--- config.mk ---
export PLATFORM = sky130hd
export DESIGN_NAME = ppe_generator
export DESIGN_NICKNAME = d
export VERILOG_FILES = /design/src/core/ppe_pkg.sv /design/src/core/ppe_strm_if.sv /design/src/core/ppe_generator.sv /design/src/core/ppe_fifo.sv /design/src/core/ppe_code_engine.sv
export SDC_FILE = /design/constraint.sdc
export NUM_CORES = 1
export LEC_CHECK = 0
export BUFFER_PORTS_ARGS = -buffer_cell sky130_fd_sc_hd__clkbuf_2
export CORE_AREA = 3 3 129 131
export CTS_CLUSTER_DIAMETER = 150
export DETAILED_ROUTE_END_ITERATION = 8
export DIE_AREA = 0 0 132 134
export PLACE_DENSITY = 0.85
export SYNTH_ARGS = -nofsm -noshare
export SYNTH_HDL_FRONTEND = slang
export SYNTH_HIERARCHICAL = 1
export SYNTH_SLANG_ARGS = --single-unit
--- constraint.sdc ---
create_clock -name clk -period 3.5 [get_ports clk]
set_clock_uncertainty 0.15 [all_clocks]
set_input_delay 0 -clock clk [delete_from_list [all_inputs] [get_ports clk]]
set_output_delay 0 -clock clk [all_outputs]
set_load 0.005 [all_outputs]
--- src/core/ppe_pkg.sv ---
// constants, field layouts and state codes shared by the parallel port code generator
// assumes every file of the block imports it or names it by package scope; no clocking or reset here
package ppe_pkg;

  // ----------------------------------------------------------------------
  // data path widths
  // ----------------------------------------------------------------------
  localparam int unsigned DATA_W     = 8;
  localparam int unsigned IDX_W      = 9;
  localparam int unsigned CODE_BYTES = 3;
  localparam int unsigned CODE_W     = 24;
  localparam int unsigned FIFO_DEPTH = 8;
  localparam int unsigned LEVEL_W    = 4;

  // ----------------------------------------------------------------------
  // block sizes, as last byte index
  // ----------------------------------------------------------------------
  localparam logic [IDX_W-1:0] LAST_IDX_SMALL = 9'h0ff;
  localparam logic [IDX_W-1:0] LAST_IDX_LARGE = 9'h1ff;
  localparam logic [IDX_W-1:0] IDX_RESET      = 9'h000;

  // ----------------------------------------------------------------------
  // reset values
  // ----------------------------------------------------------------------
  localparam logic [CODE_W-1:0] RESULT_RESET = 24'h00_0000;
  localparam logic [DATA_W-1:0] COL_RESET    = 8'h00;
  localparam logic [IDX_W-1:0]  LINE_RESET   = 9'h000;

  // ----------------------------------------------------------------------
  // column parity masks over the xor of all bytes
  // ----------------------------------------------------------------------
  localparam logic [DATA_W-1:0] CP0_MASK = 8'h55;
  localparam logic [DATA_W-1:0] CP1_MASK = 8'haa;
  localparam logic [DATA_W-1:0] CP2_MASK = 8'h33;
  localparam logic [DATA_W-1:0] CP3_MASK = 8'hcc;
  localparam logic [DATA_W-1:0] CP4_MASK = 8'h0f;
  localparam logic [DATA_W-1:0] CP5_MASK = 8'hf0;

  // ----------------------------------------------------------------------
  // code layout: byte 2 low pair is padding for small blocks
  // ----------------------------------------------------------------------
  localparam logic [1:0] PAD_BITS = 2'h3;
  localparam int unsigned BYTE2_CP_LSB = 2;

  // ----------------------------------------------------------------------
  // sequencing states
  // ----------------------------------------------------------------------
  typedef enum logic [2:0] {
    ST_BLOCK1 = 3'b001,
    ST_BLOCK2 = 3'b010,
    ST_FROZEN = 3'b100
  } ppe_state_t;

endpackage : ppe_pkg

--- src/core/ppe_strm_if.sv ---
// byte stream carrier between the generator top and its fifo
// assumes one clock domain; valid and ready handshake on each edge
`timescale 1ns/1ps
`default_nettype none
interface ppe_strm_if;
  import ppe_pkg::*;
  logic              valid;
  logic              ready;
  logic [DATA_W-1:0] data;
  modport src (output valid, output data, input ready);
  modport snk (input valid, input data, output ready);
endinterface : ppe_strm_if
`default_nettype wire

--- src/core/ppe_generator.sv ---
// top of the parallel port code generator: arbitration, fifo, block sequencing, results
// assumes byte strobes come from transfer logic on the same interface clock

`timescale 1ns/1ps
`default_nettype none

module ppe_generator (
  input  wire logic                         clk,
  input  wire logic                         reset_n,
  input  wire logic                         code_span_select,
  input  wire logic                         code_restart_register,
  input  wire logic                         master_valid,
  input  wire logic [ppe_pkg::DATA_W-1:0]   master_data,
  output var  logic                         master_ready,
  input  wire logic                         slave_valid,
  input  wire logic [ppe_pkg::DATA_W-1:0]   slave_data,
  output var  logic                         slave_ready,
  output var  logic [ppe_pkg::CODE_W-1:0]   first_code_result,
  output var  logic [ppe_pkg::CODE_W-1:0]   second_code_result,
  output var  logic                         first_code_valid,
  output var  logic                         second_code_valid,
  output var  logic                         code_complete,
  output var  logic                         late_traffic,
  output var  logic [ppe_pkg::IDX_W-1:0]    block_byte_count
);
  import ppe_pkg::*;

  localparam logic [LEVEL_W-1:0] SPACE_LVL = LEVEL_W'(FIFO_DEPTH - 1);

  ppe_strm_if fill ();
  ppe_strm_if drain ();

  // ----------------------------------------------------------------------
  // declarations
  // ----------------------------------------------------------------------
  logic [LEVEL_W-1:0] level;
  logic               take_master;
  logic               take_slave;
  logic               next_master_ready;
  logic               next_slave_ready;
  logic               space;

  ppe_state_t         state;
  ppe_state_t         next_state;
  logic               span;
  logic               next_span;
  logic [IDX_W-1:0]   idx;
  logic [IDX_W-1:0]   next_idx;
  logic               pending;
  logic               next_pending;
  logic               dest_second;
  logic               next_dest_second;
  logic [CODE_W-1:0]  next_first;
  logic [CODE_W-1:0]  next_second;
  logic               next_first_valid;
  logic               next_second_valid;
  logic               next_complete;
  logic               next_late;

  logic               pop;
  logic               take;
  logic               last;
  logic [CODE_W-1:0]  eng_code;
  logic               eng_done;

  // ----------------------------------------------------------------------
  // last index of the current block
  // ----------------------------------------------------------------------
  function automatic logic is_last(
    input logic [IDX_W-1:0] i,
    input logic             wide
  );
    return wide ? (i == LAST_IDX_LARGE) : (i == LAST_IDX_SMALL);
  endfunction : is_last

  // ----------------------------------------------------------------------
  // source arbitration into the fifo
  // ----------------------------------------------------------------------
  // readies are exclusive, so at most one byte is pushed per cycle; the
  // threshold leaves room for the push that lands while ready lags a cycle
  assign take_master = master_valid & master_ready;
  assign take_slave  = slave_valid & slave_ready;
  assign fill.valid  = take_master | take_slave;
  assign fill.data   = take_master ? master_data : slave_data;
  assign space       = (level < SPACE_LVL) & fill.ready;

  always_comb begin
    next_master_ready = space & ~(slave_valid & ~master_valid);
    next_slave_ready  = space & ~next_master_ready;
  end

  always_ff @(posedge clk or negedge reset_n) begin
    if (!reset_n) begin
      master_ready <= 1'b0;
      slave_ready  <= 1'b0;
    end else begin
      master_ready <= next_master_ready;
      slave_ready  <= next_slave_ready;
    end
  end

  // ----------------------------------------------------------------------
  // byte buffer; flushed by a restart so stale bytes never count
  // ----------------------------------------------------------------------
  ppe_fifo #(
    .WIDTH (DATA_W),
    .DEPTH (FIFO_DEPTH)
  ) u_fifo (
    .clk     (clk),
    .reset_n (reset_n),
    .clear   (code_restart_register),
    .wr      (fill),
    .rd      (drain),
    .level   (level)
  );

  // drain stalls while a finished code is being stored
  assign drain.ready = ~pending;
  assign pop         = drain.valid & drain.ready & ~code_restart_register;
  assign take        = pop & (state != ST_FROZEN);
  assign last        = is_last(idx, span);

  // ----------------------------------------------------------------------
  // parity engine
  // ----------------------------------------------------------------------
  ppe_code_engine u_engine (
    .clk     (clk),
    .reset_n (reset_n),
    .clear   (code_restart_register),
    .take    (take),
    .data    (drain.data),
    .idx     (idx),
    .wide    (span),
    .last    (last),
    .code    (eng_code),
    .done    (eng_done)
  );

  // ----------------------------------------------------------------------
  // block sequencing
  // ----------------------------------------------------------------------
  always_comb begin
    next_state       = state;
    next_span        = span;
    next_idx         = idx;
    next_pending     = pending;
    next_dest_second = dest_second;
    next_late        = late_traffic;
    if (code_restart_register) begin
      next_state       = ST_BLOCK1;
      next_span        = code_span_select;
      next_idx         = IDX_RESET;
      next_pending     = 1'b0;
      next_dest_second = 1'b0;
      next_late        = 1'b0;
    end else begin
      if (eng_done) begin
        next_pending = 1'b0;
      end
      if (pop && (state == ST_FROZEN)) begin
        next_late = 1'b1;
      end
      case (state)
        ST_BLOCK1: begin
          if (take) begin
            next_idx = last ? IDX_RESET : (idx + 9'h001);
            if (last) begin
              next_pending     = 1'b1;
              next_dest_second = 1'b0;
              next_state       = span ? ST_FROZEN : ST_BLOCK2;
            end
          end
        end
        ST_BLOCK2: begin
          if (take) begin
            next_idx = last ? IDX_RESET : (idx + 9'h001);
            if (last) begin
              next_pending     = 1'b1;
              next_dest_second = 1'b1;
              next_state       = ST_FROZEN;
            end
          end
        end
        ST_FROZEN: begin
          next_idx = idx;
        end
        default: begin
          next_state = ST_BLOCK1;
          next_idx   = IDX_RESET;
        end
      endcase
    end
  end

  always_ff @(posedge clk or negedge reset_n) begin
    if (!reset_n) begin
      state        <= ST_BLOCK1;
      span         <= 1'b0;
      idx          <= IDX_RESET;
      pending      <= 1'b0;
      dest_second  <= 1'b0;
      late_traffic <= 1'b0;
    end else begin
      state        <= next_state;
      span         <= next_span;
      idx          <= next_idx;
      pending      <= next_pending;
      dest_second  <= next_dest_second;
      late_traffic <= next_late;
    end
  end

  // ----------------------------------------------------------------------
  // result registers and status
  // ----------------------------------------------------------------------
  always_comb begin
    next_first        = first_code_result;
    next_second       = second_code_result;
    next_first_valid  = first_code_valid;
    next_second_valid = second_code_valid;
    if (code_restart_register) begin
      next_first        = RESULT_RESET;
      next_second       = RESULT_RESET;
      next_first_valid  = 1'b0;
      next_second_valid = 1'b0;
    end else if (eng_done) begin
      if (dest_second) begin
        next_second       = eng_code;
        next_second_valid = 1'b1;
      end else begin
        next_first       = eng_code;
        next_first_valid = 1'b1;
      end
    end
    next_complete = (next_state == ST_FROZEN) & ~next_pending;
  end

  always_ff @(posedge clk or negedge reset_n) begin
    if (!reset_n) begin
      first_code_result  <= RESULT_RESET;
      second_code_result <= RESULT_RESET;
      first_code_valid   <= 1'b0;
      second_code_valid  <= 1'b0;
      code_complete      <= 1'b0;
      block_byte_count   <= IDX_RESET;
    end else begin
      first_code_result  <= next_first;
      second_code_result <= next_second;
      first_code_valid   <= next_first_valid;
      second_code_valid  <= next_second_valid;
      code_complete      <= next_complete;
      block_byte_count   <= next_idx;
    end
  end

endmodule : ppe_generator
`default_nettype wire

--- src/core/ppe_fifo.sv ---
// small byte fifo; head word comes out of a register
// assumes push and pop on the same clock; clear empties it, a push in that cycle stays
`timescale 1ns/1ps
`default_nettype none
module ppe_fifo #(
  parameter int unsigned WIDTH = ppe_pkg::DATA_W,
  parameter int unsigned DEPTH = ppe_pkg::FIFO_DEPTH
) (
  input  wire logic                     clk,
  input  wire logic                     reset_n,
  input  wire logic                     clear,
  ppe_strm_if.snk                       wr,
  ppe_strm_if.src                       rd,
  output var  logic [$clog2(DEPTH):0]   level
);
  localparam int unsigned PW = $clog2(DEPTH);
  localparam logic [PW:0] FULL_LVL = (PW+1)'(DEPTH);

  logic [WIDTH-1:0] mem [DEPTH];
  logic [PW-1:0]    wr_ptr;
  logic [PW-1:0]    rd_ptr;
  logic [WIDTH-1:0] head;
  logic [PW-1:0]    next_wr_ptr;
  logic [PW-1:0]    next_rd_ptr;
  logic [PW:0]      next_level;
  logic [WIDTH-1:0] next_head;
  logic             push;
  logic             pop;
  logic [PW:0]      kept;

  assign wr.ready = (level != FULL_LVL);
  assign rd.valid = (level != '0);
  assign rd.data  = head;
  assign push     = wr.valid & wr.ready;
  assign pop      = rd.valid & rd.ready;

  // ----------------------------------------------------------------------
  // pointers, level and registered head
  // ----------------------------------------------------------------------
  always_comb begin
    kept        = clear ? '0 : (level - (PW+1)'(pop));
    next_rd_ptr = clear ? '0 : (rd_ptr + PW'(pop));
    next_wr_ptr = (clear ? '0 : wr_ptr) + PW'(push);
    next_level  = kept + (PW+1)'(push);
    if ((kept == '0) && push) begin
      next_head = wr.data;
    end else begin
      next_head = mem[next_rd_ptr];
    end
  end

  always_ff @(posedge clk or negedge reset_n) begin
    if (!reset_n) begin
      wr_ptr <= '0;
      rd_ptr <= '0;
      level  <= '0;
      head   <= '0;
    end else begin
      wr_ptr <= next_wr_ptr;
      rd_ptr <= next_rd_ptr;
      level  <= next_level;
      head   <= next_head;
    end
  end

  always_ff @(posedge clk) begin
    if (push) begin
      mem[clear ? '0 : wr_ptr] <= wr.data;
    end
  end

endmodule : ppe_fifo
`default_nettype wire

--- src/core/ppe_code_engine.sv ---
// line and column parity accumulator producing one 3-byte code per block
// assumes the caller supplies the byte index and marks the last byte
`timescale 1ns/1ps
`default_nettype none
module ppe_code_engine (
  input  wire logic                         clk,
  input  wire logic                         reset_n,
  input  wire logic                         clear,
  input  wire logic                         take,
  input  wire logic [ppe_pkg::DATA_W-1:0]   data,
  input  wire logic [ppe_pkg::IDX_W-1:0]    idx,
  input  wire logic                         wide,
  input  wire logic                         last,
  output var  logic [ppe_pkg::CODE_W-1:0]   code,
  output var  logic                         done
);
  import ppe_pkg::*;

  logic [DATA_W-1:0] col;
  logic [IDX_W-1:0]  lp_even;
  logic [IDX_W-1:0]  lp_odd;
  logic [DATA_W-1:0] next_col;
  logic [IDX_W-1:0]  next_lp_even;
  logic [IDX_W-1:0]  next_lp_odd;
  logic [CODE_W-1:0] next_code;
  logic              next_done;
  logic              par;

  // ----------------------------------------------------------------------
  // code packing: inverted line parity, column parity, padding
  // ----------------------------------------------------------------------
  function automatic logic [CODE_W-1:0] pack_code(
    input logic [DATA_W-1:0] c,
    input logic [IDX_W-1:0]  le,
    input logic [IDX_W-1:0]  lo,
    input logic              w
  );
    logic [15:0]       lines;
    logic [5:0]        cp;
    logic [DATA_W-1:0] b2;
    lines = '0;
    for (int i = 0; i < 8; i++) begin
      lines[2*i]   = le[i];
      lines[2*i+1] = lo[i];
    end
    cp = {^(c & CP5_MASK), ^(c & CP4_MASK), ^(c & CP3_MASK),
          ^(c & CP2_MASK), ^(c & CP1_MASK), ^(c & CP0_MASK)};
    b2 = {cp, (w ? {lo[8], le[8]} : PAD_BITS)};
    return ~{b2, lines};
  endfunction : pack_code

  // ----------------------------------------------------------------------
  // accumulate one byte per take
  // ----------------------------------------------------------------------
  always_comb begin
    next_col     = col;
    next_lp_even = lp_even;
    next_lp_odd  = lp_odd;
    next_code    = code;
    next_done    = 1'b0;
    par          = ^data;
    if (clear) begin
      next_col     = COL_RESET;
      next_lp_even = LINE_RESET;
      next_lp_odd  = LINE_RESET;
    end else if (take) begin
      next_col = col ^ data;
      for (int i = 0; i < IDX_W; i++) begin
        if (idx[i]) begin
          next_lp_odd[i] = lp_odd[i] ^ par;
        end else begin
          next_lp_even[i] = lp_even[i] ^ par;
        end
      end
      if (last) begin
        next_code    = pack_code(next_col, next_lp_even, next_lp_odd, wide);
        next_done    = 1'b1;
        next_col     = COL_RESET;
        next_lp_even = LINE_RESET;
        next_lp_odd  = LINE_RESET;
      end
    end
  end

  always_ff @(posedge clk or negedge reset_n) begin
    if (!reset_n) begin
      col     <= COL_RESET;
      lp_even <= LINE_RESET;
      lp_odd  <= LINE_RESET;
      code    <= RESULT_RESET;
      done    <= 1'b0;
    end else begin
      col     <= next_col;
      lp_even <= next_lp_even;
      lp_odd  <= next_lp_odd;
      code    <= next_code;
      done    <= next_done;
    end
  end

endmodule : ppe_code_engine
`default_nettype wire

* Word level (Yosys, flattened, before mapping)
Memory sizes are Yosys's and may differ from the RTL's.
Cells that the tools add are included.
** Cells by class
- Add/sub/neg operators :: 5
- Order comparisons :: 1
- Equality and inequality tests :: 15
- Mux-type cells :: 111
- Bitwise gates (word level) :: 38
- Reductions and logical operators :: 22
** Operators by type and width (count)
- $mux W24 :: 6
- $mux W9 :: 9
- $mux W1 :: 78
- $reduce_xor A8 Y1 :: 7
- $mux W8 :: 5
- $mux W3 :: 8
- $not A24 Y24 :: 1
- $pmux W9 S2 :: 1
- $xor A1 B1 Y1 :: 18
- $ne A3 B3 Y1 const B :: 5
- $and A1 B1 Y1 :: 11
- $add A9 B1 Y9 const B :: 1
- $eq A9 B8 Y1 const B :: 1
- $eq A9 B9 Y1 const B :: 1
- $pmux W3 S3 :: 1
- $reduce_bool A2 Y1 :: 4
- $xor A8 B8 Y8 :: 1
- $add A3 B1 Y3 :: 2
- $eq A3 B3 Y1 const B :: 2
- $not A1 Y1 :: 6
- $reduce_and A2 Y1 :: 3
- $reduce_and A5 Y1 :: 1
- $add A4 B1 Y4 :: 1
- $logic_not A4 Y1 :: 1
- 16 further kinds :: 18
** Word-level totals
- Flip-flop bits (word level) :: 138
- RAM bits :: 64
- Input bits :: 22
- Output and inout port bits :: 63
- Memories kept :: 1
** Memory list
- u_fifo.mem :: depth 8, width 8, rd ports 1, clocked after memory_dff 0, wr ports 1, RTL line ppe_fifo.sv:19 : logic [WIDTH-1:0] mem [DEPTH];

* Depth between registers and ports, before layout
Gate-level depths: netlist (run 1).
- Depth after elaboration :: 9
- Depth in mapped cells :: 11
- Gate-level depth less buffers :: 9

* Hierarchy
Netlist (run 1), hierarchy kept.
** By module, submodules not included
- ppe_fifo :: times used 1, cells an instance 228, area each 3494.6 µm², sequential area each 2372.3 µm²
- ppe_generator :: times used 1, cells an instance 333, area each 3100.5 µm², sequential area each 1727.9 µm²
- ppe_code_engine :: times used 1, cells an instance 301, area each 2770.2 µm², sequential area each 1276.2 µm²

* Least setup slack after synthesis (run 1)
OpenSTA, ideal clock, no wires.
- Kind :: register to register
- Start :: register u_fifo.level[1]
- End :: register u_fifo.head[5], in the netlist u_fifo/rd.data[5]
- Data arrival time :: 2736 ps
- Required time :: 3225 ps
- Path slack :: 489 ps
- Cell stages (with the launch flop) :: 10
- Clock period less this slack :: 3011 ps
- Cells stage by stage :: dfrtp_1 > or4_2 > and2_1 > ha_1 > ha_1 > xnor2_1 > or2_2 > buf_2 > o32ai_1 > mux2_4
** Between the ends
- Longest elaborated chain between the ends :: 7
- Elaborated cells between the ends (all ways) :: 12
- Classes of those cells :: add/sub: 2; eq/ne: 1; mux: 3; bitwise: 2; reduce/logical: 3; memory: 1
** RTL lines
- start: declaration :: RTL line ppe_fifo.sv:14 : output var logic [$clog2(DEPTH):0] level
- start signal: assignment :: RTL line ppe_fifo.sv:61 : level <= next_level;
- $reduce_bool A4 Y1 (*) :: RTL line ppe_fifo.sv:32 : assign rd.valid = (level != '0);
- named net drain.valid :: RTL line ppe_strm_if.sv:7 : logic valid;
- $and A1 B1 Y1 (*) :: RTL line ppe_fifo.sv:35 : assign pop = rd.valid & rd.ready;
- branches (longest 4 deep; another with $mem_v2 Z8 W8)
- $mux W8 (*) :: RTL line ppe_fifo.sv:45 : if ((kept == '0) && push) begin
- named net u_fifo.next_head[5] :: RTL line ppe_fifo.sv:26 : logic [WIDTH-1:0] next_head;
- end signal: assignment :: RTL line ppe_fifo.sv:62 : head <= next_head;
- end: declaration :: RTL line ppe_fifo.sv:22 : logic [WIDTH-1:0] head;
Mark *: on every way through the listed nets, which the timed path passes.
A chain may end at the register's enable or synchronous reset.

* Worst setup path after layout (run 1)
- Start :: register u_fifo.level[1]
- End :: register u_fifo.head[1], in the netlist u_fifo/rd.data[1]
Same word-level chain as after synthesis.

==> results.sh, run 1 <==
export IMPL_slowest_stage="or4_2"
export IMPL_rsz0062_at_grt="no"
export IMPL_overflow=0
export IMPL_clk_path_buf_depth=3
export IMPL_clkSinkCount=202
export IMPL_fp_dieH_um=134
export IMPL_die_w_um=132
export IMPL_crit_chain="or4_2 -> and2_1 -> ha_1 -> buf_12 -> nand2b_1 -> buf_4 -> a211oi_1 -> o32ai_1 -> mux2_2"
export IMPL_syn_nets=893
export IMPL_maxCapViolCount=0
export IMPL_tritoncts="yes"
export IMPL_rrSetupSlack_ns=0.29
export IMPL_synth_seq_cells=202
export IMPL_clk_pin_slew_ns=0.06
export IMPL_yosysUniqueCellTypes=68
export IMPL_root_buffer="clkbuf_16"
export IMPL_wl_mm=21.7
export IMPL_fin_nets=994
export IMPL_h_tree_depth=1
export IMPL_cp_arrival_ns=3.43
export IMPL_grt_max_degree=88
export IMPL_port_buffers=84
export IMPL_hp_class="in2async"
export IMPL_rows=46
export IMPL_avgSynthCellArea_um2=10.9
export IMPL_maxSlewViolCount=0
export IMPL_post_route_period_util_pct=91.7
export IMPL_cpPeakStageDelay_ns=0.71
export IMPL_ctsResizeCount=0
export IMPL_post_route_min_period_ns=3.21
export IMPL_grt_pass1_wl_mm=35.5
export IMPL_viasPerCell=5.97
export IMPL_detail_route_antenna_nets=0
export IMPL_status="finished, violations left"
export IMPL_synth_yosys_seq_area_share_pct=57.4
export IMPL_grt_pass1_vias=6992
export IMPL_wl_per_cell_um=18.2
export IMPL_dr_pass1_iters=5
export IMPL_vias=7117
export IMPL_reg2reg_from="u_fifo/level[1]"
export IMPL_diodes=0
export IMPL_drc=0
export IMPL_n_fill_cell=1101
export IMPL_leakage_nw=4.67
export IMPL_antenna_found_initial=0
export IMPL_start_kind="register"
export IMPL_ctsHoldBuffers=24
export IMPL_post_synth_top_area_cell="dfrtp_1"
export IMPL_initial_core_util_pct=59.6
export IMPL_synthFlopType="dfrtp_1"
export IMPL_crit_required_ns=3.72
export IMPL_synthTopCellsByCount="nand2_1 (160), dfrtp_1 (137), edfxtp_1 (64), a21oi_1 (57)"
export IMPL_drive_gt1_share_pct=19.0
export IMPL_synthTopCellsByArea="dfrtp_1 (37%), edfxtp_1 (21%), nand2_1 (6.4%)"
export IMPL_place_congestion=0.850
export IMPL_yosysTopAreaCellShare_pct=36.6
export IMPL_tightest_slew_ns=0.973
export IMPL_drtIter0Drc=600
export IMPL_finalHoldViolCount=2
export IMPL_syn_inst=862
export IMPL_max_slew_margin_pct=35.1
export IMPL_finalHoldWorstSlack_ns=-0.00159
export IMPL_yosysWarnings=6
export IMPL_crit_path_end_kind="register"
export IMPL_clk_latency_ns=0.49
export IMPL_yosysMostFrequentCell="nand2_1"
export IMPL_powerDensity_nw_per_um2=821
export IMPL_cp_max_fo=41
export IMPL_setup_tns_ns=0
export IMPL_hpwl_mm=13.6
export IMPL_async_flop_share_pct=68.3
export IMPL_ir_drop_v=0.000993
export IMPL_synth_edff_count=64
export IMPL_io_pins=85
export IMPL_fmax_mhz=312
export IMPL_core_um2=15700
export IMPL_crit_type="reg2reg"
export IMPL_r2r_cells=9
export IMPL_cts_buffers=21
export IMPL_startpoint="u_fifo/level[1]"
export IMPL_die_area_um2=17700
export IMPL_syn_area_um2=9370
export IMPL_grt_usage_pct=24.3
export IMPL_failed_checks="hold timing"
export IMPL_cts_setup_buffers=0
export IMPL_setup_viol_count_final=0
export IMPL_area_delta_synth_final_pct=16.6
-- per-layer routing --
metal,global-route usage [%],vias to the layer above,routed length [um],share of wire [%]
met2,42.1,304,10900,50
met4,8.17,0,601,2.8
met5,0,-,0,0
li1,-,3292,-,-
met3,3.56,52,1400,6.4
met1,31.9,3469,8790,40
-- cell usage in the layout, fill, tap and decap left out, types with 8 or more instances in the layout --
cell	Yosys	routed
nor2b_1	11	11
and3b_1	16	16
edfxtp_1	64	64
nor3_1	22	22
xnor2_1	28	28
nand3_1	18	18
a32oi_1	8	8
clkbuf_16	0	22
o211ai_1	17	17
o32ai_1	8	8
a21boi_1	12	12
ha_1	9	9
buf_4	0	18
clkbuf_2	0	82
dlygate4sd3_1	0	24
o21ai_0	26	26
dfrtp_1	137	137
nor2_1	33	33
or4_1	12	12
a211oi_1	25	25
inv_1	21	21
nand2_1	160	160
a21oi_1	57	57
o22ai_1	8	8
mux2_2	23	23
o31ai_1	19	19
-- worst max-delay path: cells and delay by family (launching register included) --
kind | cells | cell delay (ns)
AO/OA/AOI/OAI | 2 | 0.52
adder cells (fa/ha/maj) | 1 | 0.32
buffers and inverters | 2 | 0.40
flip-flops | 1 | 0.41
multiplexers | 1 | 0.28
AND/OR/NAND/NOR | 3 | 0.99
-- sequential cells by signal, indices dropped and copies added, names as in the netlist, 4 cells and up --
register,flops
block_byte_count,9
first_code_result,24
second_code_result,24
u_engine/code,24
u_engine/col,8
u_engine/lp_even,9
u_engine/lp_odd,9
u_fifo/level,4
u_fifo/mem,64
u_fifo/rd.data,8
-- final timing paths --
check | to
setup / recovery | u_fifo/rd.data[1]
hold / removal | code_complete
setup reg to reg | u_fifo/rd.data[1]
hold reg to reg | u_engine/lp_odd[8]
max in group asynchronous | state[0]
min in group clk | master_ready
-- kinds of logic after synthesis --
group | count (synthesis) | synth area share, %
and+or+nand+nor | 313 | 16.5
DFF | 202 | 57.4
AOI/OAI and AO/OA | 200 | 14.3
buffers and inverters | 73 | 3.35
xor gates and xnor gates | 38 | 3.95
muxes | 27 | 3.25
adders and majority gates | 9 | 1.20
-- metrics by stage --
stage | cell area [um^2] | util (%) | cells | total power, mW | setup slack [ns]
5_1_grt | 10900 | 69.5 | 1192 | 9.51 | 0.209
3_3_place_gp | 10000 | 63.6 | 1132 | 6.58 | 0.520
2_1_floorplan | 9370 | - | 862 | 5.95 | 0.489
3_5_place_dp | 10000 | 63.6 | 1132 | 6.66 | 0.451
6_report | 10900 | 69.5 | 1192 | 8.96 | 0.292
4_1_cts | 10900 | 69.5 | 1192 | 8.92 | 0.351
-- power breakdown --
part           switching [mW]  internal, mW
Combinational            2.41          1.42
Sequential              0.245          2.70
Clock                   0.870          1.31
-- final cells by class --
cell class | count | area (um^2) | area share (%)
Tap cell | 216 | 270 | 2.48
Timing Repair Buffer | 127 | 822 | 7.53
Clock buffer | 27 | 579 | 5.31
Multi-Input combinational cell | 587 | 3680 | 33.7
Sequential cell | 202 | 5380 | 49.2
Inverter | 24 | 91.3 | 0.837
Clock inverter | 9 | 97.6 | 0.894
(Power assumes the default switching activity.)
==> run 2, diff against run 1 <==
--- a/config.mk
+++ b/config.mk
@@ -6,12 +6,12 @@
 export NUM_CORES = 1
 export LEC_CHECK = 0
 export BUFFER_PORTS_ARGS = -buffer_cell sky130_fd_sc_hd__clkbuf_2
-export CORE_AREA = 3 3 129 131
+export CORE_AREA = 3 3 126 128
+export CTS_BUF_LIST = sky130_fd_sc_hd__clkbuf_8 sky130_fd_sc_hd__clkbuf_16
 export CTS_CLUSTER_DIAMETER = 150
 export DETAILED_ROUTE_END_ITERATION = 8
-export DIE_AREA = 0 0 132 134
-export PLACE_DENSITY = 0.85
+export DIE_AREA = 0 0 129 131
+export PLACE_DENSITY = 0.84
 export SYNTH_ARGS = -nofsm -noshare
 export SYNTH_HDL_FRONTEND = slang
-export SYNTH_HIERARCHICAL = 1
 export SYNTH_SLANG_ARGS = --single-unit
==> run 2 against run 1 <==
- largest power group unchanged
- the flow now finishes without violations
- sequential power is essentially flat
- routed wire length shrank 10%
- maximum frequency grew 1.1%
- design area shrank 5.2%
- sequential share of layout area grew 2.7 points
- worst hold slack gained 0.096 ns
- cell count shrank 13%
- critical path depth shrank 1
- critical path type unchanged
- register-to-register slack gained 0.03 ns
- clock power grew 4%
- setup slack gained 0.034 ns
- flip-flop and latch count is the same
==> results.sh, run 2 <==
export IMPL_pwr_share_seq_pct=34.8
export IMPL_dr_pass1_iters=5
export IMPL_maxCapViolCount=0
export IMPL_synthTopCellsByArea="dfrtp_1 (39%), edfxtp_1 (22%), a22o_1 (4.9%)"
export IMPL_finalHoldViolCount=0
export IMPL_synth_seq_cells=202
export IMPL_drive_gt1_share_pct=19.1
export IMPL_yosysUniqueCellTypes=54
export IMPL_clk_pin_slew_ns=0.06
export IMPL_post_route_min_period_ns=3.17
export IMPL_yosysTopAreaCellShare_pct=39.1
export IMPL_syn_nets=767
export IMPL_hp_class="in2reg"
export IMPL_fmax_mhz=315
export IMPL_swShare_pct=37.2
export IMPL_status="complete, no violations"
export IMPL_internal_power_mw=5.33
export IMPL_cts_buffers=22
export IMPL_core_um2=15000
export IMPL_rows=45
export IMPL_vias=6306
export IMPL_grt_max_degree=72
export IMPL_clk_path_buf_depth=3
export IMPL_overflow=0
export IMPL_slowest_stage="nor4_2"
export IMPL_setup_viol_count_final=0
export IMPL_ctsHoldBuffers=24
export IMPL_port_buffers=84
export IMPL_tritoncts="yes"
export IMPL_yosysMostFrequentCell="dfrtp_1"
export IMPL_synth_top_family_by_area="simple AND/OR/NAND/NOR gates"
export IMPL_fp_dieH_um=131
export IMPL_cpMostUsedCell="ha_1"
export IMPL_fin_nets=869
export IMPL_finalPower_mw=8.49
export IMPL_powerDensity_nw_per_um2=820
export IMPL_initial_core_util_pct=58.5
export IMPL_grt_pass1_wl_mm=31.9
export IMPL_grt_pass1_vias=6164
export IMPL_rsz0062_at_grt="no"
export IMPL_switchingPower_mw=3.16
export IMPL_post_synth_top_area_cell="dfrtp_1"
export IMPL_die_w_um=129
export IMPL_io_pins=85
export IMPL_final_cell_area_um2=10300
export IMPL_place_congestion=0.804
export IMPL_ir_drop_v=0.000885
export IMPL_start_kind="register"
export IMPL_async_flop_share_pct=68.3
export IMPL_post_route_period_util_pct=90.7
export IMPL_setup_tns_ns=0
export IMPL_regMostFlops="u_fifo.mem"
export IMPL_root_buffer="clkbuf_16"
export IMPL_cts_setup_buffers=0
export IMPL_placedInstanceArea_um2=9370
export IMPL_synthAdderAreaFrac_pct=1.28
export IMPL_largest_reg_flops=64
export IMPL_avgSynthCellArea_um2=11.9
export IMPL_yosys_area_share_simple_pct=13.1
export IMPL_ctsResizeCount=0
export IMPL_cpPeakStageDelay_ns=0.56
export IMPL_crit_chain="nor4_2 -> nor2_1 -> ha_1 -> ha_1 -> xnor2_1 -> a31oi_1 -> or3_1 -> mux2_2"
export IMPL_wl_mm=19.4
export IMPL_synthXorXnorAreaFrac_pct=4.20
export IMPL_syn_area_um2=8770
export IMPL_synth_mux_area_share_pct=4.12
export IMPL_wl_per_cell_um=18.7
export IMPL_dp_worst_setup_slack_ns=0.431
export IMPL_die_area_um2=16900
export IMPL_grt_usage_pct=23.2
export IMPL_final_cell_mix="dfrtp_1 (137), nand2_1 (110), clkbuf_2 (83), edfxtp_1 (64), a22o_1 (49)"
export IMPL_tightest_slew_ns=1.20
export IMPL_crit_required_ns=3.72
export IMPL_final_common_cell="dfrtp_1"
export IMPL_yosysWarnings=0
export IMPL_synth_compound_area_share_pct=13.1
export IMPL_pwr_share_comb_pct=38.5
export IMPL_diodes=0
export IMPL_clkSinkCount=202
export IMPL_synth_edff_count=64
export IMPL_detail_route_antenna_nets=0
export IMPL_crit_type="reg2reg"
export IMPL_drc=0
export IMPL_h_tree_depth=1
export IMPL_synthFlopType="dfrtp_1"
export IMPL_clk_latency_ns=0.50
export IMPL_maxSlewViolCount=0
export IMPL_drtIter0Drc=534
export IMPL_syn_inst=736
export IMPL_cp_arrival_ns=3.40
export IMPL_area_delta_synth_final_pct=18.0
export IMPL_cp_max_fo=8
export IMPL_pwr_share_clk_pct=26.7
export IMPL_antenna_found_initial=0
export IMPL_hpwl_mm=12.8
export IMPL_crit_path_end_kind="register"
export IMPL_synth_yosys_seq_area_share_pct=61.3
export IMPL_fin_ws_ns=0.326
export IMPL_viasPerCell=6.06
export IMPL_finalHoldWorstSlack_ns=0.0945
export IMPL_n_fill_cell=1018
export IMPL_max_slew_margin_pct=20.3
export IMPL_synthTopCellsByCount="dfrtp_1 (137), nand2_1 (110), edfxtp_1 (64), a22o_1 (49), o21ai_0 (31)"
export IMPL_leakage_nw=4.57
-- run 2: cell count changes in the layout (fill, tap and decap cells not counted), sizes merged, moves of 16 or more --
cell	before	now
and3b	16	0
a21oi	57	16
a211oi	25	0
nand2	161	110
a22o	1	49
-- run 2: final timing paths --
path,slack [ns],endpoint,from,cells after the start
max,0.33,u_fifo.rd.data[0],u_fifo.level[1],8
min reg2reg,0.35,u_engine.code[10],u_engine.lp_even[5],1
min,0.09,u_fifo.wr_ptr[0],slave_valid,5
max in group asynchronous,2.26,u_fifo.rd.data[0],reset_n,4
max reg2reg,0.33,u_fifo.rd.data[0],u_fifo.level[1],8
min in group asynchronous,0.48,first_code_result[11],reset_n,4
-- run 2: stage by stage --
stage               cells  utilization (%)
detailed placement    978             62.5
floorplan             736                -
CTS                  1041             69.1
finish               1041             69.1
global route         1041             69.1
global placement      978             62.5
-- run 2: critical path: cells and delay by family, from the launching register on --
| kind | cells | cell delay, ns |
|---|---|---|
| AOI/OAI and AO/OA | 1 | 0.11 |
| xor gates and xnor gates | 1 | 0.24 |
| adders and majority gates | 2 | 0.48 |
| DFF | 1 | 0.43 |
| muxes | 1 | 0.36 |
| and+or+nand+nor | 3 | 1.30 |
-- run 2: area by class of cell --
| cell class | count | area, um^2 | share of cell area (%) |
|---|---|---|---|
| Clock inverter | 12 | 95.1 | 0.919 |
| Clock buffer | 27 | 631 | 6.09 |
| Timing Repair Buffer | 126 | 820 | 7.92 |
| Multi-Input combinational cell | 476 | 3150 | 30.5 |
| Inverter | 10 | 37.5 | 0.363 |
| Tap cell | 188 | 235 | 2.27 |
| Sequential cell | 202 | 5380 | 52.0 |
-- run 2: per-layer routing --
| metal | GRT usage, % | share of wire (%) | vias to the layer above |
|---|---|---|---|
| met3 | 3.54 | 6.3 | 34 |
| met5 | 0 | 0 | - |
| met2 | 39.6 | 49 | 284 |
| li1 | - | - | 2908 |
| met4 | 6.42 | 2.1 | 0 |
| met1 | 31.5 | 42 | 3080 |
-- run 2: cell families (layout without fill, tap and decap cells) --
group	Yosys count	count (layout)
muxes	34	34
adders and majority gates	9	9
xor gates and xnor gates	42	42
DFF	202	202
buffers and inverters	58	175
AOI/OAI and AO/OA	154	154
and+or+nand+nor	237	237
-- run 2: power by group through the flow --
| stage | logic [mW] | clock network [mW] | registers [mW] |
|---|---|---|---|
| after global routing | 3.57 | 2.41 | 2.97 |
| after global placement | 3.01 | 0 | 2.96 |
| after CTS | 3.25 | 2.30 | 2.94 |
| final | 3.26 | 2.27 | 2.95 |
| after detailed placement | 3.19 | 0 | 2.98 |
| after floorplan | 2.56 | 0 | 2.90 |
==> run 3, diff against run 2 <==
--- a/config.mk
+++ b/config.mk
@@ -11,7 +11,8 @@
 export CTS_CLUSTER_DIAMETER = 150
 export DETAILED_ROUTE_END_ITERATION = 8
 export DIE_AREA = 0 0 129 131
-export PLACE_DENSITY = 0.84
+export PLACE_DENSITY = 0.8
+export RECOVER_POWER = 25
 export SYNTH_ARGS = -nofsm -noshare
 export SYNTH_HDL_FRONTEND = slang
 export SYNTH_SLANG_ARGS = --single-unit
==> run 3 against run 2 <==
- the flow now finishes with violations (capacitance limit, slew limit)
- worst hold slack got worse by 0.0034 ns
- design area down 1.1%
- routed wire length grew 0.56%
- sequential power hardly changed
- register-to-register slack gained 0.06 ns
- maximum frequency increased by 2.0%
- cell count is essentially flat
- clock power decreased by 6%
- via count grew 0.57%
- largest power group unchanged
==> results.sh, run 3 (synthesis gave the netlist of run 2 again) <==
export IMPL_tritoncts="yes"
export IMPL_leakage_nw=4.47
export IMPL_cp_arrival_ns=3.38
export IMPL_final_common_cell="dfrtp_1"
export IMPL_grt_pass1_vias=6214
export IMPL_die_w_um=129
export IMPL_clk_path_buf_depth=3
export IMPL_viasPerCell=6.10
export IMPL_rsz0062_at_grt="no"
export IMPL_grt_pass1_wl_mm=31.8
export IMPL_wl_per_cell_um=18.8
export IMPL_regArea_um2=5380
export IMPL_hpwl_mm=12.8
export IMPL_n_fill_cell=1073
export IMPL_setup_tns_ns=0
export IMPL_post_route_period_util_pct=88.9
export IMPL_ir_drop_v=0.00130
export IMPL_drtIter0Drc=537
export IMPL_maxSlewViolCount=76
export IMPL_multiInputGateArea_um2=3150
export IMPL_core_um2=15000
export IMPL_antenna_found_initial=0
export IMPL_post_route_min_period_ns=3.11
export IMPL_grt_usage_pct=23.3
export IMPL_area_delta_synth_final_pct=16.8
export IMPL_vias=6342
export IMPL_ctsResizeCount=0
export IMPL_drive_gt1_share_pct=16.3
export IMPL_slowest_stage="nor4_2"
export IMPL_maxCapViolCount=1
export IMPL_cts_setup_buffers=0
export IMPL_h_tree_depth=1
export IMPL_grt_max_degree=76
export IMPL_regMostFlops="u_fifo.mem"
export IMPL_status="finished, violations left"
export IMPL_die_area_um2=16900
export IMPL_diodes=0
export IMPL_clkSinkCount=202
export IMPL_crit_path_end_kind="register"
export IMPL_root_buffer="clkbuf_16"
export IMPL_finalHoldWorstSlack_ns=0.0911
export IMPL_cp_max_fo=17
export IMPL_detail_route_antenna_nets=0
export IMPL_finalHoldViolCount=0
export IMPL_crit_chain="nor4_2 -> nor2_1 -> ha_1 -> ha_1 -> nand2_1 -> clkinv_1 -> a21oi_1 -> a32o_1 -> mux2_2"
export IMPL_start_kind="register"
export IMPL_setup_viol_count_final=0
export IMPL_powerDensity_nw_per_um2=817
export IMPL_clk_pin_slew_ns=0.06
export IMPL_clk_latency_ns=0.49
export IMPL_max_slew_margin_pct=-17.4
export IMPL_fin_nets=868
export IMPL_finalPower_mw=8.36
export IMPL_overflow=0
export IMPL_fp_dieH_um=131
export IMPL_io_pins=85
export IMPL_crit_type="reg2reg"
export IMPL_failed_checks="capacitance limit, slew limit"
export IMPL_cpPeakStageDelay_ns=0.51
export IMPL_initial_core_util_pct=58.5
export IMPL_dr_pass1_iters=5
export IMPL_port_buffers=84
export IMPL_wl_mm=19.5
export IMPL_layout_cells_non_filler=1040
export IMPL_rows=45
export IMPL_crit_required_ns=3.77
export IMPL_place_inst=978
export IMPL_cts_buffers=22
export IMPL_tightest_slew_ns=1.76
export IMPL_largest_reg_flops=64
export IMPL_fmax_mhz=321
export IMPL_cpMostUsedCell="ha_1"
export IMPL_hp_class="in2reg"
export IMPL_fin_util_pct=68.4
export IMPL_place_congestion=0.806
export IMPL_drc=0
export IMPL_final_cell_mix="dfrtp_1 (137), nand2_1 (110), edfxtp_1 (64), clkbuf_2 (61), a22o_1 (49)"
-- run 3: changes by cell type in the layout (fill, tap and decap cells not counted) --
cell and delta:
clkbuf_1 +24, dlygate4sd3_1 -1, clkinv_1 -2, clkinv_2 +3, bufinv_16 -1, clkbuf_8 -1, inv_8 -1, buf_16 -1
buf_6 -1, inv_1 +2, clkbuf_2 -22
-- run 3: final timing paths --
path / from / cells after the start / endpoint / slack [ns]
max: u_fifo.level[1] / 9 / u_fifo.rd.data[5] / 0.39
min: slave_valid / 5 / u_fifo.wr_ptr[0] / 0.09
max reg2reg: u_fifo.level[1] / 9 / u_fifo.rd.data[5] / 0.39
min reg2reg: u_engine.code[16] / 2 / u_engine.code[16] / 0.34
max in group asynchronous: reset_n / 4 / u_fifo.rd_ptr[2] / 0.80
min in group asynchronous: reset_n / 4 / u_engine.code[11] / 0.81
-- run 3: what timing repair did --
| action | 4_1_cts | 5_1_grt |
|---|---|---|
| hold endpoints to repair | 183 | 0 |
| endpoints found under the setup margin | 0 | 0 |
| hold buffers | 23 | 0 |
-- run 3: layout make-up --
class	instances	share of cell area, %
Tap cell	188	2.30
Clock inverter	13	0.672
Timing Repair Buffer	125	7.33
Multi-Input combinational cell	476	30.8
Sequential cell	202	52.5
Clock buffer	26	6.02
Inverter	10	0.367
-- run 3: critical path, delay by kind of cell, from the launching register on --
kind | cells | cell delay [ns]
adders and majority gates | 2 | 0.54
muxes | 1 | 0.15
and+or+nand+nor | 3 | 0.81
DFF | 1 | 0.43
AOI/OAI and AO/OA | 2 | 0.52
buffers and inverters | 1 | 0.44
-- run 3: through the flow --
step | setup WS, ns | area [um^2]
2_1_floorplan | 0.477 | 8770
3_3_place_gp | 0.624 | 9370
3_5_place_dp | 0.452 | 9370
4_1_cts | 0.434 | 10300
5_1_grt | 0.168 | 10200
6_report | 0.388 | 10200
-- run 3: per-layer routing --
layer | global-route usage [%] | share of wire (%) | wire (um)
met4 | 6.86 | 2.2 | 433
met2 | 40.2 | 49 | 9640
met1 | 31.2 | 42 | 8290
met5 | 0 | 0 | 0
met3 | 3.01 | 6.1 | 1180
-- run 3: power by group --
part	internal (mW)	switching (mW)	total [mW]
registers	2.71	0.237	2.95
clock network	1.25	0.888	2.14
logic	1.25	2.02	3.27
